<file path="src/mpc_pkg.sv">
// shared constants for the multi mode pulse counter: register map, fields, codes, timing
// assumes a 10 MHz core clock; all counting is paced by a 1 us tick
package mpc_pkg;
	localparam int unsigned CLK_PERIOD_NS = 100;
	localparam int unsigned TICK_NS       = 1000;
	localparam int unsigned TICK_CYC      = (TICK_NS + CLK_PERIOD_NS - 1) / CLK_PERIOD_NS;
	localparam int unsigned TICKS_PER_SEC = 1000000;
	localparam int unsigned MIN_EDGE_US   = 100;
	localparam int unsigned HW_RST_LAT_US = 100;
	localparam int unsigned NUM_CH        = 4;
	localparam int unsigned ACC_W         = 32;

	// register byte offsets
	localparam logic [7:0] OFS_CFG_BASE = 8'h00;
	localparam logic [7:0] OFS_REV_BASE = 8'h10;
	localparam logic [7:0] OFS_ACC_BASE = 8'h20;
	localparam logic [7:0] OFS_THR_ONE  = 8'h30;
	localparam logic [7:0] OFS_THR_TWO  = 8'h34;
	localparam logic [7:0] OFS_CTRL     = 8'h38;
	localparam logic [7:0] OFS_STAT     = 8'h3C;

	// per-channel config fields
	localparam int unsigned CFG_MODE_LSB = 0;
	localparam int unsigned CFG_EDGE_BIT = 3;
	localparam int unsigned CFG_SUB_LSB  = 4;
	localparam int unsigned CFG_QDIR_BIT = 6;
	localparam int unsigned CFG_MARK_LSB = 7;
	localparam int unsigned CFG_W        = 9;

	// control register fields
	localparam int unsigned CTL_CLR_LSB   = 0;
	localparam int unsigned CTL_SET1_BIT  = 4;
	localparam int unsigned CTL_SET3_BIT  = 5;
	localparam int unsigned CTL_OSEL1_LSB = 6;
	localparam int unsigned CTL_OSEL2_LSB = 8;
	localparam int unsigned CTL_DOUT1_BIT = 10;
	localparam int unsigned CTL_DOUT2_BIT = 11;
	localparam int unsigned CTL_W         = 12;

	// status register fields
	localparam int unsigned STAT_LVL_LSB = 0;
	localparam int unsigned STAT_CMP_LSB = 4;

	// values after reset
	localparam logic [CFG_W-1:0] CFG_RST  = 9'h000;
	localparam logic [31:0]      REV_RST  = 32'h0000_0000;
	localparam logic [31:0]      THR_RST  = 32'h0000_0000;
	localparam logic [CTL_W-1:0] CTRL_RST = 12'h000;

	// channel modes
	localparam logic [2:0] MODE_OFF    = 3'h0;
	localparam logic [2:0] MODE_FREQ   = 3'h1;
	localparam logic [2:0] MODE_TOTAL  = 3'h2;
	localparam logic [2:0] MODE_PULSE  = 3'h3;
	localparam logic [2:0] MODE_QUAD   = 3'h4;
	localparam logic [2:0] MODE_TOTRST = 3'h5;
	localparam logic [2:0] MODE_MARKER = 3'h6;

	// pulse sub-modes
	localparam logic [1:0] SUB_HIGH     = 2'h0;
	localparam logic [1:0] SUB_LOW      = 2'h1;
	localparam logic [1:0] SUB_PER_RISE = 2'h2;
	localparam logic [1:0] SUB_PER_FALL = 2'h3;

	// marker edge choices
	localparam logic [1:0] MARK_RISE = 2'h0;
	localparam logic [1:0] MARK_FALL = 2'h1;
	localparam logic [1:0] MARK_BOTH = 2'h2;
	localparam logic [1:0] MARK_DIR  = 2'h3;

	// special output sources
	localparam logic [1:0] OSEL_DIGITAL = 2'h0;
	localparam logic [1:0] OSEL_PWM     = 2'h1;
	localparam logic [1:0] OSEL_CMP     = 2'h2;

	localparam logic [1:0] RESP_OKAY   = 2'h0;
	localparam logic [1:0] RESP_SLVERR = 2'h2;
endpackage

</file>
<file path="src/mpc_counter.sv">
// multi mode pulse counter: four fast inputs, accumulators, compare outputs, AXI4-Lite slave
// assumes pins asynchronous to core_clk, pwm_drive from a same-clock generator
//
// Behaviour
// - four inputs, each freq/total/pulse mode; quad on inputs one and three only
// - each accumulator readable as a register
// - edges timed at 1 us resolution
// - frequency in hertz, four window widths
// - totalize counts chosen edge by one
// - nonzero rev count wraps totalizer to zero
// - clear bits hold totalizers at zero
// - inputs three/four reset totalizers one/two
// - hardware reset on chosen edge, fast
// - compare drives output when totalizer reaches threshold
// - outputs select digital, pwm or compare
// - threshold writable; zero forces output low
// - high-width mode counts high microseconds
// - low-width mode counts low microseconds
// - period modes from rising or falling edge
// - pulse accumulator holds latest completed measurement
// - quad pairs inputs one-two and three-four
// - direction bit picks up or down
// - quad counts all four phase transitions
// - quad wraps at rev count both ways
// - control bits clear or preset quad counters
// - marker loads zero or rev-1 by direction
// - async marker zeroes on chosen edge
//
// Our own choices: the address map and the AXI4-Lite register port.
`timescale 1ns/100ps
module mpc_counter
	import mpc_pkg::*;
#(
	parameter int unsigned FREQ_WIN0_US = 1000000, // sample window choice 0
	parameter int unsigned FREQ_WIN1_US = 100000,  // sample window choice 1
	parameter int unsigned FREQ_WIN2_US = 10000,   // sample window choice 2
	parameter int unsigned FREQ_WIN3_US = 1000     // sample window choice 3
) (
	input  wire logic                     core_clk,           // 10 MHz clock
	input  wire logic                     sys_rst,            // async reset, high
	input  wire logic [mpc_pkg::NUM_CH-1:0] fast_input_counter, // counter pins
	input  wire logic [1:0]               pwm_drive,          // pwm generator levels
	output logic                          special_output_one, // output one
	output logic                          special_output_two, // output two
	input  wire logic [7:0]               s_axi_awaddr,       // write address
	input  wire logic                     s_axi_awvalid,      // write address valid
	output logic                          s_axi_awready,      // write address ready
	input  wire logic [31:0]              s_axi_wdata,        // write data
	input  wire logic [3:0]               s_axi_wstrb,        // byte enables
	input  wire logic                     s_axi_wvalid,       // write data valid
	output logic                          s_axi_wready,       // write data ready
	output logic [1:0]                    s_axi_bresp,        // write response
	output logic                          s_axi_bvalid,       // write response valid
	input  wire logic                     s_axi_bready,       // write response ready
	input  wire logic [7:0]               s_axi_araddr,       // read address
	input  wire logic                     s_axi_arvalid,      // read address valid
	output logic                          s_axi_arready,      // read address ready
	output logic [31:0]                   s_axi_rdata,        // read data
	output logic [1:0]                    s_axi_rresp,        // read response
	output logic                          s_axi_rvalid,       // read data valid
	input  wire logic                     s_axi_rready        // read data ready
);
	import mpc_pkg::*;

	localparam logic [7:0] TICK_LAST = 8'(TICK_CYC - 1);

	logic [7:0]       tick_cnt_r;
	logic             tick;
	logic [3:0]       lvl;
	logic [3:0]       rise;
	logic [3:0]       fall;
	logic [CFG_W-1:0] cfg_r [NUM_CH];
	logic [31:0]      rev_r [NUM_CH];
	logic [31:0]      thr_r [2];
	logic [CTL_W-1:0] ctl_r;
	logic [31:0]      acc_r [NUM_CH];
	logic [31:0]      cnt_r [NUM_CH];
	logic [31:0]      win_r [NUM_CH];
	logic [3:0]       last_up_r;
	logic [1:0]       cmp_r;
	logic [2:0]       mode      [NUM_CH];
	logic [31:0]      win_len   [NUM_CH];
	logic [3:0]       cnt_edge;
	logic [3:0]       hw_clr;
	logic [3:0]       q_up;
	logic [3:0]       q_dn;
	logic [3:0]       mark_hit;
	logic [3:0]       p_start;
	logic [3:0]       p_end;

	// 1 us pacing tick
	always_ff @(posedge core_clk or posedge sys_rst) begin
		if (sys_rst) begin
			tick_cnt_r <= 8'h00;
		end else if (tick_cnt_r == TICK_LAST) begin
			tick_cnt_r <= 8'h00;
		end else begin
			tick_cnt_r <= tick_cnt_r + 8'h01;
		end
	end
	assign tick = (tick_cnt_r == TICK_LAST);

	mpc_in_cond #(
		.N (NUM_CH)
	) u_cond (
		.core_clk (core_clk),
		.sys_rst  (sys_rst),
		.tick     (tick),
		.pin_in   (fast_input_counter),
		.lvl      (lvl),
		.rise     (rise),
		.fall     (fall)
	);

	function automatic logic [31:0] wrap_inc(input logic [31:0] v, input logic [31:0] rev);
		return (rev != 32'h0000_0000 && v == rev - 32'h0000_0001) ? 32'h0000_0000
			: v + 32'h0000_0001;
	endfunction

	function automatic logic [31:0] wrap_dec(input logic [31:0] v, input logic [31:0] rev);
		return (rev != 32'h0000_0000 && v == 32'h0000_0000) ? rev - 32'h0000_0001
			: v - 32'h0000_0001;
	endfunction

	// per-channel event decode
	always_comb begin
		for (int i = 0; i < NUM_CH; i++) begin
			logic       a_r;
			logic       a_f;
			logic       b_r;
			logic       b_f;
			logic       a_l;
			logic       b_l;
			logic       fwd;
			logic       bwd;
			logic [1:0] sub;
			int unsigned b;
			int unsigned p;
			b = (i + 1) % NUM_CH;
			p = (i + 2) % NUM_CH;
			mode[i] = cfg_r[i][CFG_MODE_LSB +: 3];
			sub = cfg_r[i][CFG_SUB_LSB +: 2];
			unique case (sub)
				2'h0: win_len[i] = FREQ_WIN0_US;
				2'h1: win_len[i] = FREQ_WIN1_US;
				2'h2: win_len[i] = FREQ_WIN2_US;
				2'h3: win_len[i] = FREQ_WIN3_US;
			endcase
			// edge bit set selects falling; positive logic assumed at the pin
			cnt_edge[i] = cfg_r[i][CFG_EDGE_BIT] ? fall[i] : rise[i];
			// reset input only honoured once the target totalizer is set up
			hw_clr[i] = (i < 2) && mode[i] == MODE_TOTAL && mode[p] == MODE_TOTRST
				&& (cfg_r[p][CFG_EDGE_BIT] ? fall[p] : rise[p]);
			a_r = rise[i];
			a_f = fall[i];
			b_r = rise[b];
			b_f = fall[b];
			a_l = lvl[i];
			b_l = lvl[b];
			fwd = (a_r & ~b_l) | (b_r & a_l) | (a_f & b_l) | (b_f & ~a_l);
			bwd = (a_r & b_l) | (b_r & ~a_l) | (a_f & ~b_l) | (b_f & a_l);
			q_up[i] = cfg_r[i][CFG_QDIR_BIT] ? bwd : fwd;
			q_dn[i] = cfg_r[i][CFG_QDIR_BIT] ? fwd : bwd;
			unique case (cfg_r[p][CFG_MARK_LSB +: 2])
				MARK_RISE: mark_hit[i] = rise[p];
				MARK_FALL: mark_hit[i] = fall[p];
				MARK_BOTH: mark_hit[i] = rise[p] | fall[p];
				MARK_DIR:  mark_hit[i] = rise[p];
			endcase
			mark_hit[i] = mark_hit[i] && i == 0 && mode[p] == MODE_MARKER;
			unique case (sub)
				SUB_HIGH: begin
					p_start[i] = rise[i];
					p_end[i]   = fall[i];
				end
				SUB_LOW: begin
					p_start[i] = fall[i];
					p_end[i]   = rise[i];
				end
				SUB_PER_RISE: begin
					p_start[i] = rise[i];
					p_end[i]   = rise[i];
				end
				SUB_PER_FALL: begin
					p_start[i] = fall[i];
					p_end[i]   = fall[i];
				end
			endcase
		end
	end

	// accumulators, one engine per input
	always_ff @(posedge core_clk or posedge sys_rst) begin
		if (sys_rst) begin
			for (int i = 0; i < NUM_CH; i++) begin
				acc_r[i] <= 32'h0000_0000;
				cnt_r[i] <= 32'h0000_0000;
				win_r[i] <= 32'h0000_0000;
			end
			last_up_r <= 4'hF;
		end else begin
			for (int i = 0; i < NUM_CH; i++) begin
				case (mode[i])
					MODE_FREQ: begin
						if (tick && win_r[i] >= win_len[i] - 32'h0000_0001) begin
							acc_r[i] <= 32'(cnt_r[i] * (TICKS_PER_SEC / win_len[i]));
							cnt_r[i] <= {31'h0000_0000, rise[i]};
							win_r[i] <= 32'h0000_0000;
						end else if (tick) begin
							win_r[i] <= win_r[i] + 32'h0000_0001;
							cnt_r[i] <= cnt_r[i] + {31'h0000_0000, rise[i]};
						end
					end
					MODE_TOTAL: begin
						if (ctl_r[CTL_CLR_LSB + i]) begin
							acc_r[i] <= 32'h0000_0000;
						end else if (hw_clr[i]) begin
							acc_r[i] <= 32'h0000_0000;
						end else if (cnt_edge[i]) begin
							acc_r[i] <= wrap_inc(acc_r[i], rev_r[i]);
						end
					end
					MODE_PULSE: begin
						if (tick) begin
							if (p_end[i]) begin
								acc_r[i] <= cnt_r[i] + 32'h0000_0001;
							end
							if (p_start[i]) begin
								cnt_r[i] <= 32'h0000_0000;
							end else begin
								cnt_r[i] <= cnt_r[i] + 32'h0000_0001;
							end
						end
					end
					MODE_QUAD: begin
						if (i == 0 || i == 2) begin
							if (ctl_r[CTL_CLR_LSB + i]) begin
								acc_r[i] <= 32'h0000_0000;
							end else if ((i == 0 && ctl_r[CTL_SET1_BIT])
								|| (i == 2 && ctl_r[CTL_SET3_BIT])) begin
								acc_r[i] <= rev_r[i] - 32'h0000_0001;
							end else if (mark_hit[i]) begin
								if (cfg_r[2][CFG_MARK_LSB +: 2] == MARK_DIR && !last_up_r[i]) begin
									acc_r[i] <= rev_r[i] - 32'h0000_0001;
								end else begin
									acc_r[i] <= 32'h0000_0000;
								end
							end else if (q_up[i]) begin
								acc_r[i] <= wrap_inc(acc_r[i], rev_r[i]);
								last_up_r[i] <= 1'b1;
							end else if (q_dn[i]) begin
								acc_r[i] <= wrap_dec(acc_r[i], rev_r[i]);
								last_up_r[i] <= 1'b0;
							end
						end
					end
					default: begin
						acc_r[i] <= 32'h0000_0000;
						cnt_r[i] <= 32'h0000_0000;
						win_r[i] <= 32'h0000_0000;
					end
				endcase
			end
		end
	end

	// compare and output steering
	always_ff @(posedge core_clk or posedge sys_rst) begin
		if (sys_rst) begin
			cmp_r <= 2'h0;
		end else begin
			for (int k = 0; k < 2; k++) begin
				cmp_r[k] <= thr_r[k] != 32'h0000_0000 && mode[k] == MODE_TOTAL
					&& acc_r[k] >= thr_r[k];
			end
		end
	end

	always_ff @(posedge core_clk or posedge sys_rst) begin
		if (sys_rst) begin
			special_output_one <= 1'b0;
			special_output_two <= 1'b0;
		end else begin
			unique case (ctl_r[CTL_OSEL1_LSB +: 2])
				OSEL_DIGITAL: special_output_one <= ctl_r[CTL_DOUT1_BIT];
				OSEL_PWM:     special_output_one <= pwm_drive[0];
				OSEL_CMP:     special_output_one <= cmp_r[0];
				default:      special_output_one <= 1'b0;
			endcase
			unique case (ctl_r[CTL_OSEL2_LSB +: 2])
				OSEL_DIGITAL: special_output_two <= ctl_r[CTL_DOUT2_BIT];
				OSEL_PWM:     special_output_two <= pwm_drive[1];
				OSEL_CMP:     special_output_two <= cmp_r[1];
				default:      special_output_two <= 1'b0;
			endcase
		end
	end

	// AXI4-Lite slave; address and data may arrive in either order
	logic        aw_full_r;
	logic        w_full_r;
	logic [7:0]  awaddr_r;
	logic [31:0] wdata_r;
	logic [3:0]  wstrb_r;
	logic        wr_go;
	logic        wr_hit;
	logic        rd_hit;
	logic [31:0] rd_val;

	assign s_axi_awready = !aw_full_r && !s_axi_bvalid;
	assign s_axi_wready  = !w_full_r && !s_axi_bvalid;
	assign s_axi_arready = !s_axi_rvalid;
	assign wr_go         = aw_full_r && w_full_r && !s_axi_bvalid;
	assign wr_hit        = awaddr_r <= OFS_REV_BASE + 8'h0C || awaddr_r == OFS_THR_ONE
		|| awaddr_r == OFS_THR_TWO || awaddr_r == OFS_CTRL;

	function automatic logic [31:0] merge(input logic [31:0] old, input logic [31:0] d,
		input logic [3:0] s);
		logic [31:0] r;
		r = old;
		for (int j = 0; j < 4; j++) begin
			if (s[j]) begin
				r[j*8 +: 8] = d[j*8 +: 8];
			end
		end
		return r;
	endfunction

	always_ff @(posedge core_clk or posedge sys_rst) begin
		if (sys_rst) begin
			aw_full_r    <= 1'b0;
			w_full_r     <= 1'b0;
			awaddr_r     <= 8'h00;
			wdata_r      <= 32'h0000_0000;
			wstrb_r      <= 4'h0;
			s_axi_bvalid <= 1'b0;
			s_axi_bresp  <= RESP_OKAY;
		end else begin
			if (s_axi_awvalid && s_axi_awready) begin
				aw_full_r <= 1'b1;
				awaddr_r  <= {s_axi_awaddr[7:2], 2'b00};
			end
			if (s_axi_wvalid && s_axi_wready) begin
				w_full_r <= 1'b1;
				wdata_r  <= s_axi_wdata;
				wstrb_r  <= s_axi_wstrb;
			end
			if (wr_go) begin
				aw_full_r    <= 1'b0;
				w_full_r     <= 1'b0;
				s_axi_bvalid <= 1'b1;
				s_axi_bresp  <= wr_hit ? RESP_OKAY : RESP_SLVERR;
			end else if (s_axi_bvalid && s_axi_bready) begin
				s_axi_bvalid <= 1'b0;
			end
		end
	end

	always_ff @(posedge core_clk or posedge sys_rst) begin
		if (sys_rst) begin
			for (int i = 0; i < NUM_CH; i++) begin
				cfg_r[i] <= CFG_RST;
				rev_r[i] <= REV_RST;
			end
			thr_r[0] <= THR_RST;
			thr_r[1] <= THR_RST;
			ctl_r    <= CTRL_RST;
		end else if (wr_go) begin
			for (int i = 0; i < NUM_CH; i++) begin
				if (awaddr_r == OFS_CFG_BASE + 8'(4 * i)) begin
					cfg_r[i] <= CFG_W'(merge({23'h00_0000, cfg_r[i]}, wdata_r, wstrb_r));
				end
				if (awaddr_r == OFS_REV_BASE + 8'(4 * i)) begin
					rev_r[i] <= merge(rev_r[i], wdata_r, wstrb_r);
				end
			end
			if (awaddr_r == OFS_THR_ONE) begin
				thr_r[0] <= merge(thr_r[0], wdata_r, wstrb_r);
			end
			if (awaddr_r == OFS_THR_TWO) begin
				thr_r[1] <= merge(thr_r[1], wdata_r, wstrb_r);
			end
			if (awaddr_r == OFS_CTRL) begin
				ctl_r <= CTL_W'(merge({20'h0_0000, ctl_r}, wdata_r, wstrb_r));
			end
		end
	end

	always_comb begin
		rd_val = 32'h0000_0000;
		rd_hit = 1'b1;
		unique case ({s_axi_araddr[7:2], 2'b00})
			8'h00, 8'h04, 8'h08, 8'h0C:
				rd_val = {23'h00_0000, cfg_r[s_axi_araddr[3:2]]};
			8'h10, 8'h14, 8'h18, 8'h1C:
				rd_val = rev_r[s_axi_araddr[3:2]];
			8'h20, 8'h24, 8'h28, 8'h2C:
				rd_val = acc_r[s_axi_araddr[3:2]];
			OFS_THR_ONE: rd_val = thr_r[0];
			OFS_THR_TWO: rd_val = thr_r[1];
			OFS_CTRL:    rd_val = {20'h0_0000, ctl_r};
			OFS_STAT:    rd_val = {26'h000_0000, cmp_r, lvl};
			default:     rd_hit = 1'b0;
		endcase
	end

	always_ff @(posedge core_clk or posedge sys_rst) begin
		if (sys_rst) begin
			s_axi_rvalid <= 1'b0;
			s_axi_rdata  <= 32'h0000_0000;
			s_axi_rresp  <= RESP_OKAY;
		end else if (s_axi_arvalid && s_axi_arready) begin
			s_axi_rvalid <= 1'b1;
			s_axi_rdata  <= rd_val;
			s_axi_rresp  <= rd_hit ? RESP_OKAY : RESP_SLVERR;
		end else if (s_axi_rvalid && s_axi_rready) begin
			s_axi_rvalid <= 1'b0;
		end
	end
endmodule

</file>
<file path="src/mpc_in_cond.sv">
// input conditioner: two-stage synchroniser, then edges judged once per 1 us tick
// assumes raw pins asynchronous to core_clk and a one-cycle tick pulse
`timescale 1ns/100ps
module mpc_in_cond #(
	parameter int unsigned N = 4
) (
	input  wire logic         core_clk, // core clock
	input  wire logic         sys_rst,  // async reset, high
	input  wire logic         tick,     // 1 us pacing pulse
	input  wire logic [N-1:0] pin_in,   // raw counter pins
	output logic      [N-1:0] lvl,      // synchronised level
	output logic      [N-1:0] rise,     // rising edge seen at this tick
	output logic      [N-1:0] fall      // falling edge seen at this tick
);
	logic [N-1:0] sync1_r;
	logic [N-1:0] sync2_r;
	logic [N-1:0] samp_r;

	always_ff @(posedge core_clk or posedge sys_rst) begin
		if (sys_rst) begin
			sync1_r <= '0;
			sync2_r <= '0;
		end else begin
			sync1_r <= pin_in;
			sync2_r <= sync1_r;
		end
	end

	// pulses shorter than a tick can be missed; 100 us spacing keeps that safe
	always_ff @(posedge core_clk or posedge sys_rst) begin
		if (sys_rst) begin
			samp_r <= '0;
		end else if (tick) begin
			samp_r <= sync2_r;
		end
	end

	assign lvl  = sync2_r;
	assign rise = {N{tick}} & sync2_r & ~samp_r;
	assign fall = {N{tick}} & ~sync2_r & samp_r;
endmodule

</file>
<file path="config.mk">
export PLATFORM = sky130hd
export DESIGN_NAME = mpc_counter
export DESIGN_NICKNAME = d
export VERILOG_FILES = /design/src/mpc_pkg.sv /design/src/mpc_counter.sv /design/src/mpc_in_cond.sv
export SDC_FILE = /design/constraint.sdc
export NUM_CORES = 2
export LEC_CHECK = 0
export BUFFER_PORTS_ARGS = -buffer_cell sky130_fd_sc_hd__buf_2
export CELL_PAD_IN_SITES_DETAIL_PLACEMENT = 1
export CELL_PAD_IN_SITES_GLOBAL_PLACEMENT = 1
export CORE_UTILIZATION = 40
export CTS_CLUSTER_DIAMETER = 30
export DETAILED_ROUTE_END_ITERATION = 10
export PLACE_DENSITY = 0.77
export SYNTH_ARGS = -nofsm -noshare
export SYNTH_HDL_FRONTEND = slang
export SYNTH_HIERARCHICAL = 1
export SYNTH_SLANG_ARGS = --single-unit
</file>
<file path="constraint.sdc">
create_clock -name core_clk -period 40.3 [get_ports core_clk]
set_input_delay 2.015 -clock core_clk [delete_from_list [all_inputs] [get_ports core_clk]]
set_output_delay 2.015 -clock core_clk [all_outputs]
set_load 0.1 [all_outputs]
</file>
==> metrics.md <==
| Metric | Value |
|---|---|
| Setup TNS Final | 0 ns |
| Startpoint Class | flip-flop |
| Req. time, crit path | 41.10 ns |
| Final hold vios | 0 |
| Post-Route WL | 365 mm |
| GP Congestion | 0.989 |
| Routed length per instance | 25.6 um |
| Dpl hpwl | approximately 280 mm |
| Core area | roughly 240000 sq um |
| DRC violation count after routing | 0 |
| CP max stage delay | 0.65 ns |
| Ys async rst share | 1.00 |
| Num CTS Buffers | 212 |
| Via Count | 85900 |
| Vias in the first global route | slightly above 90000 |
| Top-Level Pins | 108 |
| Synth warnings | 6 |
| Setup Viol. Count Final | 0 |
| Leak | between 0.04 and 0.05 uW |
| Clock buffer depth | 3 |
| Postcts setup bufs | 0 |
| Gr usage total | 0.306 |
| Dominant cells by area after synthesis | dfrtp_1 19%, fa_1 18%, ha_1 9.2% |
| Slew margin rel. | 0.0785 |
| Pin count of the biggest net entering global routing | 100 |
| DRT iter0 DRCs | 7676 |
| Root Buffer | clkbuf_16 |
| Outcome | finished, final reports clean |
| Peak Freq | a little under 70 MHz |
| Power per cell area | roughly 60 nW/um^2 |
| Netlist cell types | 103 |
| Critical Path Start | cfg_r[4]$_DFFE_PP0P_ |
| Max H-tree Level | 4 |
| Synthesized instance count | roughly 11000 |
| Clock skew | around 0.10 ns |
| CP Capture Type | flip-flop |
| Area delta synth->final | 11.7% |
| Clk sinks | 729 |
| IO Port Bufs | about 100 |
| CTS tree | yes |
| Post-route cell area | around 110000 sq um |
| Die area | 239000 sq um |
| Fin. max-slew vios | 0 |
| Finished Layout Cells | 14300 |
| Flops & latches, synth | roughly 730 |
| # nets final | 12600 |
| Clock Latency Late Sink | approximately 0.89 ns |
| Row count | between 150 and 200 |
| Resize count post-CTS | 0 |
| First-pass GRT wire length | 564 mm |
| Max-Cap Viols | 0 |
| Post-synth EDFFs | 0 |
| Synth Flop Type | dfrtp_1 |
| CP max FO | 44 |
| Die X | between 400 and 500 um |
| Initial antenna violation count | 25 |
| RR Startpoint | cfg_r[4]$_DFFE_PP0P_ |
| Routed Antenna Nets | 0 |
| Slew @ Worst Pin | about 1.4 ns |
| Maximum vdd ir drop | 0.0000776 V |
| Critical path data arrival time | 15.20 ns |
| Hold Crit Class | reg -> reg |
| Pre-antenna DRT Iters | 8 |
| Final min period | around 14 ns |
| Post-CTS Hold Fix Bufs | 0 |
| Synth Cell Area | 94900 sq um |
| Tcrit/Tclk final | 0.357 |
| Post-synthesis area per instance | 8.52 sq um |
| Worst setup path category | reg -> reg |
| Top cell type's share of synthesized area | 0.192 |
| Sequential share of the synthesized area | 0.192 |
| Worst path slowest cell | a221oi_1 |
| DIE HEIGHT | 489 um |
| Hold Path Origin | u_cond/sync1_r[3]$_DFF_PP0_ |
| Routed vias/inst | roughly 6.0 |
| Post-synth top area cell | dfrtp_1 |
| Worst-path clk slew | 0.05 ns |
| Crit-path most repeated cell | ha_1 |
| DP Cell Count | approximately 14000 |
| RSZ-0062 raised after global routing | no |
| Share of layout cells above drive strength 1 | 0.101 |
| Remaining global-route overflow | 0 |
| Initial core utilization | 0.403 |
| Cell Area, Placed | 98100 sq um |
-- sequential cells by signal, indices dropped and copies added (netlist names), 12 cells and up --
| signal | flops |
|---|---|
| acc_r | 128 |
| cfg_r | 36 |
| cnt_r | 128 |
| ctl_r | 12 |
| rev_r | 128 |
| s_axi_rdata | 32 |
| thr_r | 64 |
| wdata_r | 32 |
| win_r | 128 |
-- cells by family (layout without fill, tap and decap cells) --
| family | count (synthesis) | count (layout) | synth area share |
|---|---|---|---|
| xor+xnor | 745 | 745 | 0.0704 |
| buf+inv | 2261 | 2247 | 0.0900 |
| other cells | 1 | 10 | 0.0000395 |
| compound gates | 1866 | 1866 | 0.133 |
| simple gates | 3565 | 3565 | 0.184 |
| mux | 407 | 407 | 0.0566 |
| fa+ha+maj | 1562 | 1562 | 0.274 |
| flops | 729 | 729 | 0.192 |
-- routing by layer --
layer	vias to the layer above	track usage	wire [um]
met5	-	0	82
met4	10	0.150	18900
met3	920	0.0458	27200
met2	3461	0.505	173000
met1	44400	0.390	146000
li1	37000	-	-
-- synthesized netlist by cell type, types with 74 or more instances --
cell type / count
inv_1: 1582
nand2_1: 1225
fa_1: 864
dfrtp_1: 728
ha_1: 698
nor2_1: 675
clkbuf_1: 607
xnor2_1: 457
o21ai_0: 451
a21oi_1: 325
mux2_2: 291
xor2_1: 277
and2_1: 252
nand3_1: 245
nor3_1: 207
nor2b_1: 186
nand4_1: 138
and3_1: 128
nor4_1: 112
o22ai_1: 112
a22o_1: 96
nand2b_1: 89
a31oi_1: 81
a21o_1: 79
a22oi_1: 79
or3_1: 75
mux4_2: 74
-- worst max-delay path, delay by kind of cell (launching register included) --
kind / cells / cell delay (ns)
adders and majority gates: 14 / 5.54
and+or+nand+nor: 9 / 2.38
AOI/OAI and AO/OA: 16 / 4.20
buffers and inverters: 8 / 1.53
DFF: 1 / 0.60
-- power breakdown --
| group | switching (uW) | total, uW | internal, uW | leakage [uW] |
|---|---|---|---|---|
| clock network | 568 | 1840 | 1270 | 0.00379 |
| logic | 2280 | 3460 | 1180 | 0.0351 |
| registers | 378 | 1220 | 843 | 0.0100 |
-- cell type report --
cell class                      count  area (sq um)
Antenna cell                        4          10.0
Fill cell                       27600        130000
Sequential cell                   729         18200
Timing Repair Buffer              262          1720
Inverter                         1587          5960
Clock buffer                      282          5980
Tap cell                         3150          3940
Multi-Input combinational cell   8151         68200
Clock inverter                    116          1910
-- path summary, 6_finish.rpt --
| path | endpoint | slack, ns | cells past startpoint |
|---|---|---|---|
| worst max-delay path | acc_r[31]$_DFFE_PP0P_ | 25.90 | 47 |
| worst max register to register | acc_r[31]$_DFFE_PP0P_ | 25.90 | 47 |
| worst min register to register | u_cond/lvl[3]$_DFF_PP0_ | 0.35 | 0 |
| max in group asynchronous | rev_r[115]$_DFFE_PP0P_ | 35.82 | 5 |
| worst min-delay path | u_cond/lvl[3]$_DFF_PP0_ | 0.35 | 0 |
| min in group asynchronous | s_axi_bvalid$_DFFE_PP0P_ | 1.28 | 2 |
-- cells in the final DEF, fill, tap and decap left out, types with 36 or more instances in the layout --
master     instances
inv_1           1581
nand2_1         1224
fa_1             864
dfrtp_1          728
ha_1             698
nor2_1           670
xnor2_1          457
o21ai_0          450
a21oi_1          325
mux2_2           291
xor2_1           277
and2_1           251
nand3_1          245
clkbuf_16        212
nor3_1           203
nor2b_1          186
buf_4            162
nand4_1          138
and3_1           128
nor4_1           111
o22ai_1          111
buf_2             99
a22o_1            96
nand2b_1          89
a31oi_1           80
a21o_1            79
a22oi_1           79
or3_1             75
mux4_2            74
a221oi_1          63
o211ai_1          52
o31ai_1           51
or4_1             48
a211oi_1          48
o21a_1            46
or2_2             43
o221ai_1          42
clkbuf_8          41
mux2i_1           40
bufinv_16         36
-- through the flow --
step	total power [uW]	hold slack [ns]	worst slack, ns	utilization
2_1_floorplan	3340	0.331	18.17	-
3_3_place_gp	4460	0.339	26.32	0.416
3_5_place_dp	4550	0.342	26.01	0.416
4_1_cts	6420	0.354	25.96	0.450
5_1_grt	6780	0.362	25.17	0.450
6_report	6520	0.350	25.90	0.450
(Power assumes the default switching activity.)
